### src/common/uei_pkg.sv
// Package for the serial receive error, interrupt and wake-up block
package uei_pkg;
  // Register byte offsets
  localparam logic [4:0] OFS_STATUS = 5'h00;
  localparam logic [4:0] OFS_CTRL1 = 5'h04;
  localparam logic [4:0] OFS_CTRL2 = 5'h08;
  localparam logic [4:0] OFS_DATA = 5'h0c;
  localparam logic [4:0] OFS_BAUD = 5'h10;
  localparam logic [4:0] OFS_INTC = 5'h14;
  // Status bits
  localparam int ST_PARITY = 0;
  localparam int ST_FRAME = 1;
  localparam int ST_NOISE = 2;
  localparam int ST_OVERRUN = 3;
  localparam int ST_RIDLE = 4;
  localparam int ST_RXF = 5;
  localparam int ST_TIDLE = 6;
  localparam int ST_TXE = 7;
  // Control one bits
  localparam int C1_RX9 = 0;
  localparam int C1_STOP2 = 3;
  localparam int C1_ODD = 4;
  localparam int C1_PAR = 5;
  localparam int C1_NINE = 6;
  localparam int C1_PORT = 7;
  // Control two bits
  localparam int C2_RXIRQ = 2;
  localparam int C2_WAKE = 3;
  localparam int C2_ADDR = 4;
  localparam int C2_RXON = 5;
  localparam int C2_TIIE = 6;
  localparam int C2_TEIE = 7;
  // Interrupt enable bits
  localparam int IC_GIE = 0;
  localparam int IC_UIE = 1;
  // Reset values
  localparam logic [7:0] CTRL1_RST = 8'h00;
  localparam logic [7:0] CTRL2_RST = 8'h00;
  localparam logic [7:0] BAUD_RST = 8'h00;
  localparam logic [1:0] INTC_RST = 2'h0;
  // Timing
  localparam int CLK_NS = 8;
  localparam int RECOV_NS = 1000;
  localparam int RECOV_CYC = (RECOV_NS + CLK_NS - 1) / CLK_NS;
  localparam logic [3:0] SMP_A = 4'h7;
  localparam logic [3:0] SMP_B = 4'h8;
  localparam logic [3:0] SMP_C = 4'h9;
  localparam logic [3:0] SMP_END = 4'hf;

  typedef enum logic [2:0] {
    RX_IDLE = 3'b000,
    RX_START = 3'b001,
    RX_DATA = 3'b010,
    RX_PAR = 3'b011,
    RX_STOP1 = 3'b100,
    RX_STOP2 = 3'b101
  } uei_rx_type;

  typedef struct packed {
    logic tx_empty;
    logic tx_idle;
    logic stack_full;
    logic irq_ack;
  } uei_sys_in_type;

  typedef struct packed {
    uei_rx_type rs;
    logic [7:0] bcnt;
    logic [3:0] ovs;
    logic [3:0] bitn;
    logic [8:0] shf;
    logic [2:0] smp;
    logic nz;
    logic pe;
    logic fe;
    logic [1:0][8:0] fd;
    logic hd;
    logic [1:0] cnt;
    logic f_nf;
    logic f_fe;
    logic f_pe;
    logic f_oe;
    logic [7:0] c1;
    logic [7:0] c2;
    logic [7:0] baud;
    logic [1:0] ic;
    logic ack;
    logic [7:0] rdat;
    logic pop_ok;
    logic seen;
    logic rx_prev;
    logic txe_prev;
    logic txi_prev;
    logic pd_prev;
    logic armed;
    logic [7:0] rec;
    logic wake_irq;
    logic wake;
    logic irq_n;
    logic req;
    logic serv;
  } uei_state_type;
endpackage

### src/rtl/uei_rx_irq.sv
// Serial receiver with error flags, interrupt and wake-up logic
`timescale 1ns/1ps
`default_nettype none
// Operation
// - Noise sets flag with data flag, word kept
// - Noise alone never requests interrupt
// - Noise cleared by status then data read
// - Low stop bit sets framing error
// - Framing error stored with word, reset clears
// - Parity mismatch flagged only when checking on
// - Six sources pulse interrupt line low
// - Separate transmit enables, shared receiver enable
// - Service needs global, uart enable, stack room
// - Address detect interrupts without status flag
// - Clock-off RX falling edge interrupts, no flag
// - Status flags read-only, cleared by uart
// - Address mode: interrupt only when top bit
// - No address mode: interrupt every word
// - Clock stopped pauses reception in place
// - Idle or sleep leaves registers unchanged
// - Wake armed only with wake, port, receiver and receive irq enables set
// - RX data ignored during wake recovery
// - Wake interrupt needs enables, after recovery
// - Two-word receive queue, third overruns
// - Overrun requests interrupt with receive irq enable
module uei_rx_irq #(
  parameter int RECOV = uei_pkg::RECOV_CYC
) (
  // Clock and reset
  input wire logic clk,
  input wire logic rst,
  // Wishbone slave
  input wire logic wb_cyc_i,
  input wire logic wb_stb_i,
  input wire logic wb_we_i,
  input wire logic [4:0] wb_adr_i,
  input wire logic [3:0] wb_sel_i,
  input wire logic [31:0] wb_dat_i,
  output logic [31:0] wb_dat_o,
  output logic wb_ack_o,
  // Serial line and power state
  input wire logic rx,
  input wire logic serial_port_clock_on,
  input wire logic power_down,
  // System side
  input wire uei_pkg::uei_sys_in_type sys_i,
  output logic wake_req,
  output logic uart_irq_n,
  output logic uart_req,
  output logic irq_service
);
  uei_pkg::uei_state_type s, n;
  logic req_new, acc, rd_acc, wr_acc, tick, run, maj, noisy;
  logic pd_in, fall, push, top, rxf, nine, ev;
  logic [3:0] last;

  assign wb_ack_o = s.ack;
  assign wb_dat_o = {24'h000000, s.rdat};
  assign wake_req = s.wake;
  assign uart_irq_n = s.irq_n;
  assign uart_req = s.req;
  assign irq_service = s.serv;

  always_comb begin
    n = s;
    req_new = wb_cyc_i & wb_stb_i & ~s.ack;
    acc = wb_cyc_i & wb_stb_i & s.ack;
    rd_acc = acc & ~wb_we_i;
    wr_acc = acc & wb_we_i & wb_sel_i[0];
    nine = s.c1[uei_pkg::C1_NINE];
    last = nine ? 4'h8 : 4'h7;
    rxf = (s.cnt != 2'h0);
    pd_in = power_down & ~serial_port_clock_on;
    fall = s.rx_prev & ~rx;
    push = 1'b0;
    ev = 1'b0;
    maj = (s.smp[0] & s.smp[1]) | (s.smp[0] & s.smp[2]) | (s.smp[1] & s.smp[2]);
    noisy = ~(&s.smp) & (|s.smp);
    top = nine ? s.shf[8] : s.shf[7];
    n.ack = req_new;
    n.wake = 1'b0;
    n.irq_n = 1'b1;
    n.rx_prev = rx;
    n.txe_prev = sys_i.tx_empty;
    n.txi_prev = sys_i.tx_idle;
    n.pd_prev = pd_in;
    // Register read data latched when the request is first seen
    if (req_new) begin
      n.pop_ok = 1'b0;
      case (wb_adr_i)
        uei_pkg::OFS_STATUS: begin
          n.rdat = {sys_i.tx_empty, sys_i.tx_idle, rxf, s.rs == uei_pkg::RX_IDLE,
                    s.f_oe, s.f_nf, s.f_fe, s.f_pe};
        end
        uei_pkg::OFS_CTRL1: begin
          n.rdat = {s.c1[7:1], s.fd[s.hd][8]};
        end
        uei_pkg::OFS_CTRL2: begin
          n.rdat = s.c2;
        end
        uei_pkg::OFS_DATA: begin
          n.rdat = s.fd[s.hd][7:0];
          n.pop_ok = rxf;
        end
        uei_pkg::OFS_BAUD: begin
          n.rdat = s.baud;
        end
        uei_pkg::OFS_INTC: begin
          n.rdat = {6'h00, s.ic};
        end
        default: begin
          n.rdat = 8'h00;
        end
      endcase
    end
    // Writes take effect at the acknowledging edge; status is not writable
    if (wr_acc) begin
      case (wb_adr_i)
        uei_pkg::OFS_CTRL1: n.c1 = {wb_dat_i[7:1], 1'b0};
        uei_pkg::OFS_CTRL2: n.c2 = wb_dat_i[7:0];
        uei_pkg::OFS_BAUD: n.baud = wb_dat_i[7:0];
        uei_pkg::OFS_INTC: n.ic = wb_dat_i[1:0];
        default: n.c1 = s.c1;
      endcase
    end
    // Status read then data read clears error flags and pops
    if (rd_acc && wb_adr_i == uei_pkg::OFS_STATUS) begin
      n.seen = 1'b1;
    end
    if (rd_acc && wb_adr_i == uei_pkg::OFS_DATA) begin
      if (s.seen) begin
        n.f_nf = 1'b0;
        n.f_fe = 1'b0;
        n.f_pe = 1'b0;
        n.f_oe = 1'b0;
      end
      n.seen = 1'b0;
      if (s.pop_ok) begin
        n.hd = ~s.hd;
        n.cnt = s.cnt - 2'h1;
      end
    end
    // Receiver runs only while its clock is on and it is enabled
    run = s.c1[uei_pkg::C1_PORT] & s.c2[uei_pkg::C2_RXON] & (s.rec == 8'h00);
    tick = (s.bcnt == s.baud);
    if (!serial_port_clock_on) begin
      n.rs = s.rs;
    end else if (!run) begin
      n.rs = uei_pkg::RX_IDLE;
      n.bcnt = 8'h00;
    end else begin
      n.bcnt = tick ? 8'h00 : s.bcnt + 8'h01;
      if (s.rs == uei_pkg::RX_IDLE) begin
        if (fall) begin
          n.rs = uei_pkg::RX_START;
          n.ovs = 4'h0;
          n.bcnt = 8'h00;
          n.shf = 9'h000;
          n.bitn = 4'h0;
          n.nz = 1'b0;
          n.pe = 1'b0;
          n.fe = 1'b0;
        end
      end else if (tick) begin
        n.ovs = s.ovs + 4'h1;
        if (s.ovs == uei_pkg::SMP_A) n.smp[0] = rx;
        if (s.ovs == uei_pkg::SMP_B) n.smp[1] = rx;
        if (s.ovs == uei_pkg::SMP_C) n.smp[2] = rx;
        if (s.ovs == uei_pkg::SMP_END) begin
          n.nz = s.nz | noisy;
          case (s.rs)
            uei_pkg::RX_START: begin
              n.rs = maj ? uei_pkg::RX_IDLE : uei_pkg::RX_DATA;
            end
            uei_pkg::RX_DATA: begin
              n.shf[s.bitn] = maj;
              n.bitn = s.bitn + 4'h1;
              if (s.bitn == last) begin
                n.rs = s.c1[uei_pkg::C1_PAR] ? uei_pkg::RX_PAR : uei_pkg::RX_STOP1;
              end
            end
            uei_pkg::RX_PAR: begin
              n.pe = (^s.shf) ^ maj ^ s.c1[uei_pkg::C1_ODD];
              n.rs = uei_pkg::RX_STOP1;
            end
            uei_pkg::RX_STOP1: begin
              n.fe = ~maj;
              if (s.c1[uei_pkg::C1_STOP2]) begin
                n.rs = uei_pkg::RX_STOP2;
              end else begin
                n.rs = uei_pkg::RX_IDLE;
                push = 1'b1;
              end
            end
            uei_pkg::RX_STOP2: begin
              n.fe = s.fe | ~maj;
              n.rs = uei_pkg::RX_IDLE;
              push = 1'b1;
            end
            default: begin
              n.rs = uei_pkg::RX_IDLE;
            end
          endcase
        end
      end
    end
    // Completed word enters the queue or overruns
    if (push) begin
      if (n.cnt == 2'h2) begin
        n.f_oe = 1'b1;
        ev = s.c2[uei_pkg::C2_RXIRQ];
      end else begin
        n.fd[n.hd ^ n.cnt[0]] = s.shf;
        n.cnt = n.cnt + 2'h1;
        n.f_nf = n.f_nf | n.nz;
        n.f_fe = n.f_fe | n.fe;
        n.f_pe = n.f_pe | (n.pe & s.c1[uei_pkg::C1_PAR]);
        if (s.c2[uei_pkg::C2_RXIRQ] && (!s.c2[uei_pkg::C2_ADDR] || top)) begin
          ev = 1'b1;
        end
        if (s.c2[uei_pkg::C2_ADDR] && top) begin
          ev = 1'b1;
        end
      end
    end
    // Transmitter sources with their own enables
    if (sys_i.tx_empty && !s.txe_prev && s.c2[uei_pkg::C2_TEIE]) begin
      ev = 1'b1;
    end
    if (sys_i.tx_idle && !s.txi_prev && s.c2[uei_pkg::C2_TIIE]) begin
      ev = 1'b1;
    end
    // Wake arming on power-down entry, registers otherwise untouched
    if (pd_in && !s.pd_prev) begin
      n.armed = s.c2[uei_pkg::C2_WAKE] & s.c1[uei_pkg::C1_PORT]
              & s.c2[uei_pkg::C2_RXON] & s.c2[uei_pkg::C2_RXIRQ];
    end else if (!pd_in) begin
      n.armed = 1'b0;
    end
    if (pd_in && s.armed && fall) begin
      n.armed = 1'b0;
      n.wake = 1'b1;
      n.rec = 8'(RECOV);
      n.wake_irq = s.ic[uei_pkg::IC_GIE] & s.ic[uei_pkg::IC_UIE];
    end else if (s.rec != 8'h00) begin
      n.rec = s.rec - 8'h01;
      if (s.rec == 8'h01) begin
        ev = ev | s.wake_irq;
        n.wake_irq = 1'b0;
      end
    end
    // One request line, low pulse, pending until acknowledged
    if (ev) begin
      n.irq_n = 1'b0;
    end
    n.req = ev | (s.req & ~sys_i.irq_ack);
    n.serv = n.req & s.ic[uei_pkg::IC_GIE] & s.ic[uei_pkg::IC_UIE]
           & ~sys_i.stack_full;
  end

  always_ff @(posedge clk) begin
    if (rst) begin
      s <= '0;
      s.rs <= uei_pkg::RX_IDLE;
      s.c1 <= uei_pkg::CTRL1_RST;
      s.c2 <= uei_pkg::CTRL2_RST;
      s.baud <= uei_pkg::BAUD_RST;
      s.ic <= uei_pkg::INTC_RST;
      s.rx_prev <= 1'b1;
      s.irq_n <= 1'b1;
    end else begin
      s <= n;
    end
  end
endmodule
`default_nettype wire

### config.mk
export PLATFORM = sky130hd
export DESIGN_NAME = uei_rx_irq
export DESIGN_NICKNAME = d
export VERILOG_FILES = /design/src/common/uei_pkg.sv /design/src/rtl/uei_rx_irq.sv
export SDC_FILE = /design/constraint.sdc
export NUM_CORES = 1
export LEC_CHECK = 0
export BUFFER_PORTS_ARGS = -buffer_cell sky130_fd_sc_hd__clkbuf_2
export CAP_MARGIN = 10
export CORE_ASPECT_RATIO = 1.5
export CORE_UTILIZATION = 30
export DETAILED_ROUTE_END_ITERATION = 8
export RECOVER_POWER = 100
export SLEW_MARGIN = 30
export SYNTH_ARGS = -nofsm -noshare
export SYNTH_HDL_FRONTEND = slang
export SYNTH_SLANG_ARGS = --single-unit
### constraint.sdc
create_clock -name clk -period 3.28 [get_ports clk]
set_clock_uncertainty 0.05 [all_clocks]
set_input_delay 0.164 -clock clk [delete_from_list [all_inputs] [get_ports clk]]
set_output_delay 0.164 -clock clk [all_outputs]
set_load 0.005 [all_outputs]
==> results of run 1 <==
[metal layers]
| layer | share of wire (%) | global-route usage [%] |
|---|---|---|
| met5 | 0 | 0 |
| met4 | 3.0 | 7.91 |
| met3 | 3.8 | 3.14 |
| met2 | 53 | 29.5 |
| met1 | 40 | 17.4 |
[layout by cell type (no fill, tap or decap), types with 5 or more instances in the layout]
master                          count
sky130_fd_sc_hd__dfxtp_1          113
sky130_fd_sc_hd__nand2_1           61
sky130_fd_sc_hd__nor2_1            55
sky130_fd_sc_hd__a21oi_1           46
sky130_fd_sc_hd__mux2i_1           44
sky130_fd_sc_hd__o21ai_0           37
sky130_fd_sc_hd__nand3_1           33
sky130_fd_sc_hd__clkbuf_2          30
sky130_fd_sc_hd__xnor2_1           25
sky130_fd_sc_hd__conb_1            24
sky130_fd_sc_hd__nand4_1           18
sky130_fd_sc_hd__clkbuf_16         17
sky130_fd_sc_hd__inv_1             16
sky130_fd_sc_hd__nor2b_1           16
sky130_fd_sc_hd__clkbuf_1          15
sky130_fd_sc_hd__ha_1              14
sky130_fd_sc_hd__dlygate4sd3_1     13
sky130_fd_sc_hd__nor3_1            11
sky130_fd_sc_hd__o211ai_1          11
sky130_fd_sc_hd__buf_4             11
sky130_fd_sc_hd__nor4_1             8
sky130_fd_sc_hd__xor2_1             8
sky130_fd_sc_hd__or4_1              7
sky130_fd_sc_hd__or3_1              6
sky130_fd_sc_hd__a222oi_1           6
sky130_fd_sc_hd__a2bb2oi_1          6
sky130_fd_sc_hd__and3_1             5
sky130_fd_sc_hd__a31oi_1            5
[critical path, cell delays in order (launching register included)]
cell                        delay (ns)
sky130_fd_sc_hd__dfxtp_1          0.35
sky130_fd_sc_hd__inv_1            0.09
sky130_fd_sc_hd__ha_1             0.20
sky130_fd_sc_hd__or3b_2           0.54
sky130_fd_sc_hd__or4_1            0.62
sky130_fd_sc_hd__nor4_1           0.40
sky130_fd_sc_hd__a211oi_1         0.15
sky130_fd_sc_hd__clkbuf_1         0.18
sky130_fd_sc_hd__a2111oi_2        0.29
[Yosys cell counts (all sizes together) (14+ instances only)]
cell type	n	share of area, %
buf	40	4.9
inv	16	1.0
nand2	61	3.9
nand3	33	2.8
dfxtp	113	38
clkbuf	25	1.6
nor2b	16	1.7
nand4	18	1.9
nor2	56	3.6
a21oi	46	3.9
o21ai	37	3.1
xnor2	25	3.7
ha	14	3.0
mux2i	44	7.4
[report_power, final]
part           internal (uW)  switching [uW]
logic                    151             225
clock network           1070             688
registers               1410            38.6
total                   2630             951
[cell families (layout without fill, tap and decap cells)]
kind of cell,after synthesis,in the layout,synth area share (%)
flops,113,113,38.2
buf+inv,82,118,7.70
fa+ha+maj,15,15,3.13
compound gates,139,139,14.8
simple gates,250,250,21.7
xor+xnor,34,34,5.27
mux,51,51,9.03
other cells,1,24,0.0634
[worst max-delay path by stage]
| stage | slack (ns) | endpoint | cells past startpoint | startpoint |
|---|---|---|---|---|
| 2_1_floorplan | 0.48 | s[62]$_SDFFE_PP0P_ | 11 | wb_adr_i[3] |
| 3_3_place_gp | 0.30 | s[76]$_SDFFE_PP0P_ | 11 | wb_adr_i[1] |
| 3_5_place_dp | 0.25 | s[77]$_SDFFE_PP0P_ | 11 | wb_adr_i[1] |
| 4_1_cts | 0.40 | irq_service$_SDFF_PP0_ | 8 | s[5]$_SDFFE_PP0P_ |
| 5_1_grt | 0.15 | irq_service$_SDFF_PP0_ | 8 | s[5]$_SDFFE_PP0P_ |
| 6_report | 0.28 | irq_service$_SDFF_PP0_ | 8 | s[5]$_SDFFE_PP0P_ |
[final cells by class]
class | instances | area (um^2)
Multi-Input combinational cell | 513 | 3270
Timing Repair Buffer | 70 | 439
Fill cell | 2009 | 12300
Tap cell | 256 | 320
Clock buffer | 18 | 439
Clock inverter | 14 | 130
Sequential cell | 113 | 2260
Inverter | 16 | 60.1
[stage by stage]
step	power (uW)	hold WS, ns
floorplan	1770	0.193
global placement	1840	0.304
detailed placement	1850	0.308
CTS	3620	0.00910
global route	3750	0.0410
finish	3580	0.0208
[state kept, by name (all words and copies together) (netlist names)]
signal       cells
wake_req         1
nine             1
s               99
uart_irq_n       1
irq_service      1
wb_ack_o         1
uart_req         1
wb_dat_o         8
==> run metrics, run 1 <==
Distinct cells, synth 67; post-layout util 36.0%; achievable frequency 334 MHz; Period Utilization, post-route 91.3%; maximum vdd drop 0.000339 V; layout cells sized above 1 11.8%; Worst-Skew Late Latency 0.41 ns; length in cells of the worst reg-to-reg path 8; DR DRC count 0; max-slew violation count 82; total via count in the routed design 5059; worst reg2reg setup slack 0.28 ns; kind of start point of the critical path flip-flop; outcome finished with violations; fin crit period 3.00 ns; hold depth 3; total standard cell area after synthesis 5910 um^2; placed wire-length estimate after detailed placement 11.2 mm; post-DR vias/cell 5.06; synthesis-stage register bit count 113; final net count 798; routability-driven placement congestion ratio 0.812; global-route wire length before repair 25.2 mm; master cell of the clock root buffer sky130_fd_sc_hd__clkbuf_16; I/O pin count 90; Hold Startpoint sys_i[0]; number of antenna violations at the first check in global routing 0; number of flops mapped to enable cells by yosys 0; row cnt 62; Mapped Avg Cell Area 8.63 um^2; end of the worst register-to-register path irq_service$_SDFF_PP0_; number of failing hold endpoints at the final stage 0; number of buffers inserted by post-CTS setup repair 0; width of the chip 117 um; worst slack after detailed placement 0.250 ns; signal arrival time at the worst endpoint 3.24 ns; required time worst endpoint 3.52 ns; Wirelength per Cell 15.6 um; share of async-settable or async-resettable flops after synthesis 0%; area growth from synthesis to layout 16.9%; final standard cell area without fillers 6920 um^2; worst reg2reg startpoint s[5]$_SDFFE_PP0P_; RSZ-0062 raised after global routing no; class of the tightest hold or removal check primary input to flip-flop; transition at the pin with the smallest max-transition slack 1.81 ns; number of gates resized after cts 0; number of DRC markers in iteration 0 361; count of nets left with antenna violations after detail routing 0; kind of end point of the critical path flip-flop; headroom to the max-slew limit -20.4%; Clock transition at path regs 0.06 ns; number of global-route vias before repair 4946; antenna diode instance count 0; global-route usage over all layers 16.2%; critical-path maximum fanout 6; type of the worst setup path flip-flop to flip-flop; maximum number of pins on one net before global-route repair 82; final sum of negative setup slack 0 ns; number of CTS-inserted buffers 17; global route total overflow 0; total instance count after detailed placement 955; Yosys warnings 0; Routed Wire Length 15.6 mm; Clock Tree Buf Depth 2; Post-Synthesis Cells 685; slack of the critical path 0.284 ns; initial standard-cell utilization of the core 30.7%; count of maximum capacitance violations 1; TritonCTS Sinks 113; endpoint of the worst hold path irq_service$_SDFF_PP0_; clock tree from TritonCTS built; violations in the final reports max-capacitance violations, max-slew violations; Initial DRT Pass Iterations 6; final setup violation count 0; placed inst area 6270 um^2; Port Buffers 38; Die Area 20300 um^2; floorplan core area 19200 um^2; maximum level of the CTS H-tree 4; floorplan die height 174 um; register area share after synthesis 38.2%; most used flip-flop cell after synthesis sky130_fd_sc_hd__dfxtp_1; number of cells in the finished layout apart from fillers 1000; Post-CTS Hold Fix Bufs 13; static leakage 0.00248 uW; power density over cell area 518 nW/um^2
(Power assumes the default switching activity.)
==> run 2: changes to the inputs <==
==> constraint.sdc (replaced) <==
create_clock -name clk -period 3.1 [get_ports clk]
set_clock_uncertainty 0.05 [all_clocks]
set_input_delay 0.155 -clock clk [delete_from_list [all_inputs] [get_ports clk]]
set_output_delay 0.155 -clock clk [all_outputs]
set_load 0.005 [all_outputs]
==> run 2 against run 1 <==
Net effect: the run still ends with max-capacitance violations, max-slew violations left; sequential power up 6%; non-clock buffer count up 6; hold slack better by 0.11 ns; sequential share of layout area down 0.56 points; via count down 0.65%; critical path depth unchanged; sequential cell count unchanged; register-to-register slack worse by 0.12 ns; highest routed layer unchanged.
==> run metrics, run 2 (synthesis gave the netlist of run 1 again) <==
outcome finished with violations; violations in the final reports max-capacitance violations, max-slew violations; placed wire-length estimate after detailed placement 11.4 mm; count of nets left with antenna violations after detail routing 0; Port Buffers 38; Clock transition at path regs 0.06 ns; most frequent standard cell in the layout excluding fill and tap cells sky130_fd_sc_hd__dfxtp_1; Worst Setup SP s[6]$_SDFFE_PP0P_; most flop-heavy register s; master cell of the clock root buffer sky130_fd_sc_hd__clkbuf_16; maximum vdd drop 0.000311 V; Worst-Skew Late Latency 0.42 ns; area of the multi-input gates 3280 um^2; kind of end point of the critical path flip-flop; Period Utilization, post-route 94.6%; end of the worst register-to-register path uart_irq_n$_SDFF_PP1_; max FFs per register 99; Clock Tree Buf Depth 2; number of failing hold endpoints at the final stage 0; initial standard-cell utilization of the core 30.7%; global route total overflow 0; width of the chip 117 um; transition at the pin with the smallest max-transition slack 1.53 ns; global-route wire length before repair 24.8 mm; Worst setup endpoint uart_irq_n$_SDFF_PP1_; total via count in the routed design 5026; total instance count after detailed placement 960; post-DR vias/cell 5.00; number of DRC markers in iteration 0 366; clock tree from TritonCTS built; worst reg2reg startpoint s[6]$_SDFFE_PP0P_; floorplan core area 19200 um^2; critical-path maximum fanout 6; achievable frequency 341 MHz; number of CTS-inserted buffers 17; required time worst endpoint 3.36 ns; Die Area 20300 um^2; area growth from synthesis to layout 19.0%; length in cells of the worst reg-to-reg path 8; final net count 804; max-slew violation count 31; signal arrival time at the worst endpoint 3.19 ns; headroom to the max-slew limit -1.83%; row cnt 62; fill count 2011; global-route usage over all layers 16.1%; number of antenna violations at the first check in global routing 0; power density over cell area 568 nW/um^2; number of global-route vias before repair 4819; maximum level of the CTS H-tree 4; Register Area 2260 um^2; floorplan die height 174 um; I/O pin count 90; antenna diode instance count 0; static leakage 0.00254 uW; commonest non-fill, non-tap cells in the layout sky130_fd_sc_hd__dfxtp_1 (113), sky130_fd_sc_hd__nand2_1 (61), sky130_fd_sc_hd__nor2_1 (55); Initial DRT Pass Iterations 5; number of cells in the finished layout apart from fillers 1006; count of maximum capacitance violations 1; kind of start point of the critical path flip-flop; final sum of negative setup slack 0 ns; final setup violation count 0; class of the tightest hold or removal check primary input to flip-flop; fin crit period 2.93 ns; worst reg2reg setup slack 0.17 ns; Routed Wire Length 15.5 mm; DR DRC count 0; routability-driven placement congestion ratio 0.840; number of buffers inserted by post-CTS setup repair 0; TritonCTS Sinks 113; Wirelength per Cell 15.4 um; layout cells sized above 1 12.9%; maximum number of pins on one net before global-route repair 34; RSZ-0062 raised after global routing no; type of the worst setup path flip-flop to flip-flop
run 2: timing repair:
action	4_1_cts	5_1_grt
hold buffers	14	0
setup endpoints to repair	0	0
hold endpoints to repair	29	0
gates resized for setup	0	0
run 2: how the worst min path moves through the flow:
stage,from,to,slack (ns),depth (start not counted)
after floorplan,sys_i[1],irq_service$_SDFF_PP0_,0.18,1
after global placement,sys_i[1],irq_service$_SDFF_PP0_,0.29,2
after detailed placement,sys_i[1],irq_service$_SDFF_PP0_,0.29,2
after CTS,serial_port_clock_on,s[14]$_SDFF_PP0_,0.10,2
after global routing,serial_port_clock_on,s[14]$_SDFF_PP0_,0.13,2
final,serial_port_clock_on,s[14]$_SDFF_PP0_,0.13,2
run 2: stage by stage:
step | cell area, um^2 | utilization (%) | total power (uW) | hold WS, ns | setup WS, ns
2_1_floorplan | 6000 | - | 1880 | 0.184 | 0.308
3_3_place_gp | 6310 | 32.8 | 1950 | 0.291 | 0.169
3_5_place_dp | 6310 | 32.8 | 1960 | 0.289 | 0.154
4_1_cts | 7070 | 36.8 | 4030 | 0.100 | 0.179
5_1_grt | 7040 | 36.6 | 4170 | 0.129 | 0.0149
6_report | 7040 | 36.6 | 4000 | 0.129 | 0.166
run 2: final cells by class:
type,instances,area share [%]
inverters,16,0.853
well taps,256,4.55
flip-flops and latches,113,32.1
clock buffers,17,6.05
clock inverters,15,2.84
multi-input cells,513,46.6
repair buffers,76,7.01
run 2: critical path: stages (launching register included):
cell and delay [ns]:
sky130_fd_sc_hd__dfxtp_1 0.33, sky130_fd_sc_hd__inv_1 0.10, sky130_fd_sc_hd__ha_1 0.21, sky130_fd_sc_hd__or3b_2 0.53, sky130_fd_sc_hd__or4_4 0.56, sky130_fd_sc_hd__nor4_1 0.41
sky130_fd_sc_hd__a211oi_1 0.16, sky130_fd_sc_hd__clkbuf_1 0.18, sky130_fd_sc_hd__or2_2 0.28
run 2: where the power goes:
group | switching (uW) | internal [uW] | total [uW]
Sequential | 41.2 | 1490 | 1530
Clock | 774 | 1280 | 2060
Combinational | 241 | 164 | 404
run 2: per-layer routing:
layer / track usage, % / vias up / wire length (um)
li1: - / 2500 / -
met1: 17.7 / 2391 / 6430
met2: 28.1 / 102 / 8060
met3: 3.94 / 33 / 439
met4: 8.02 / 0 / 534
met5: 0 / - / 0
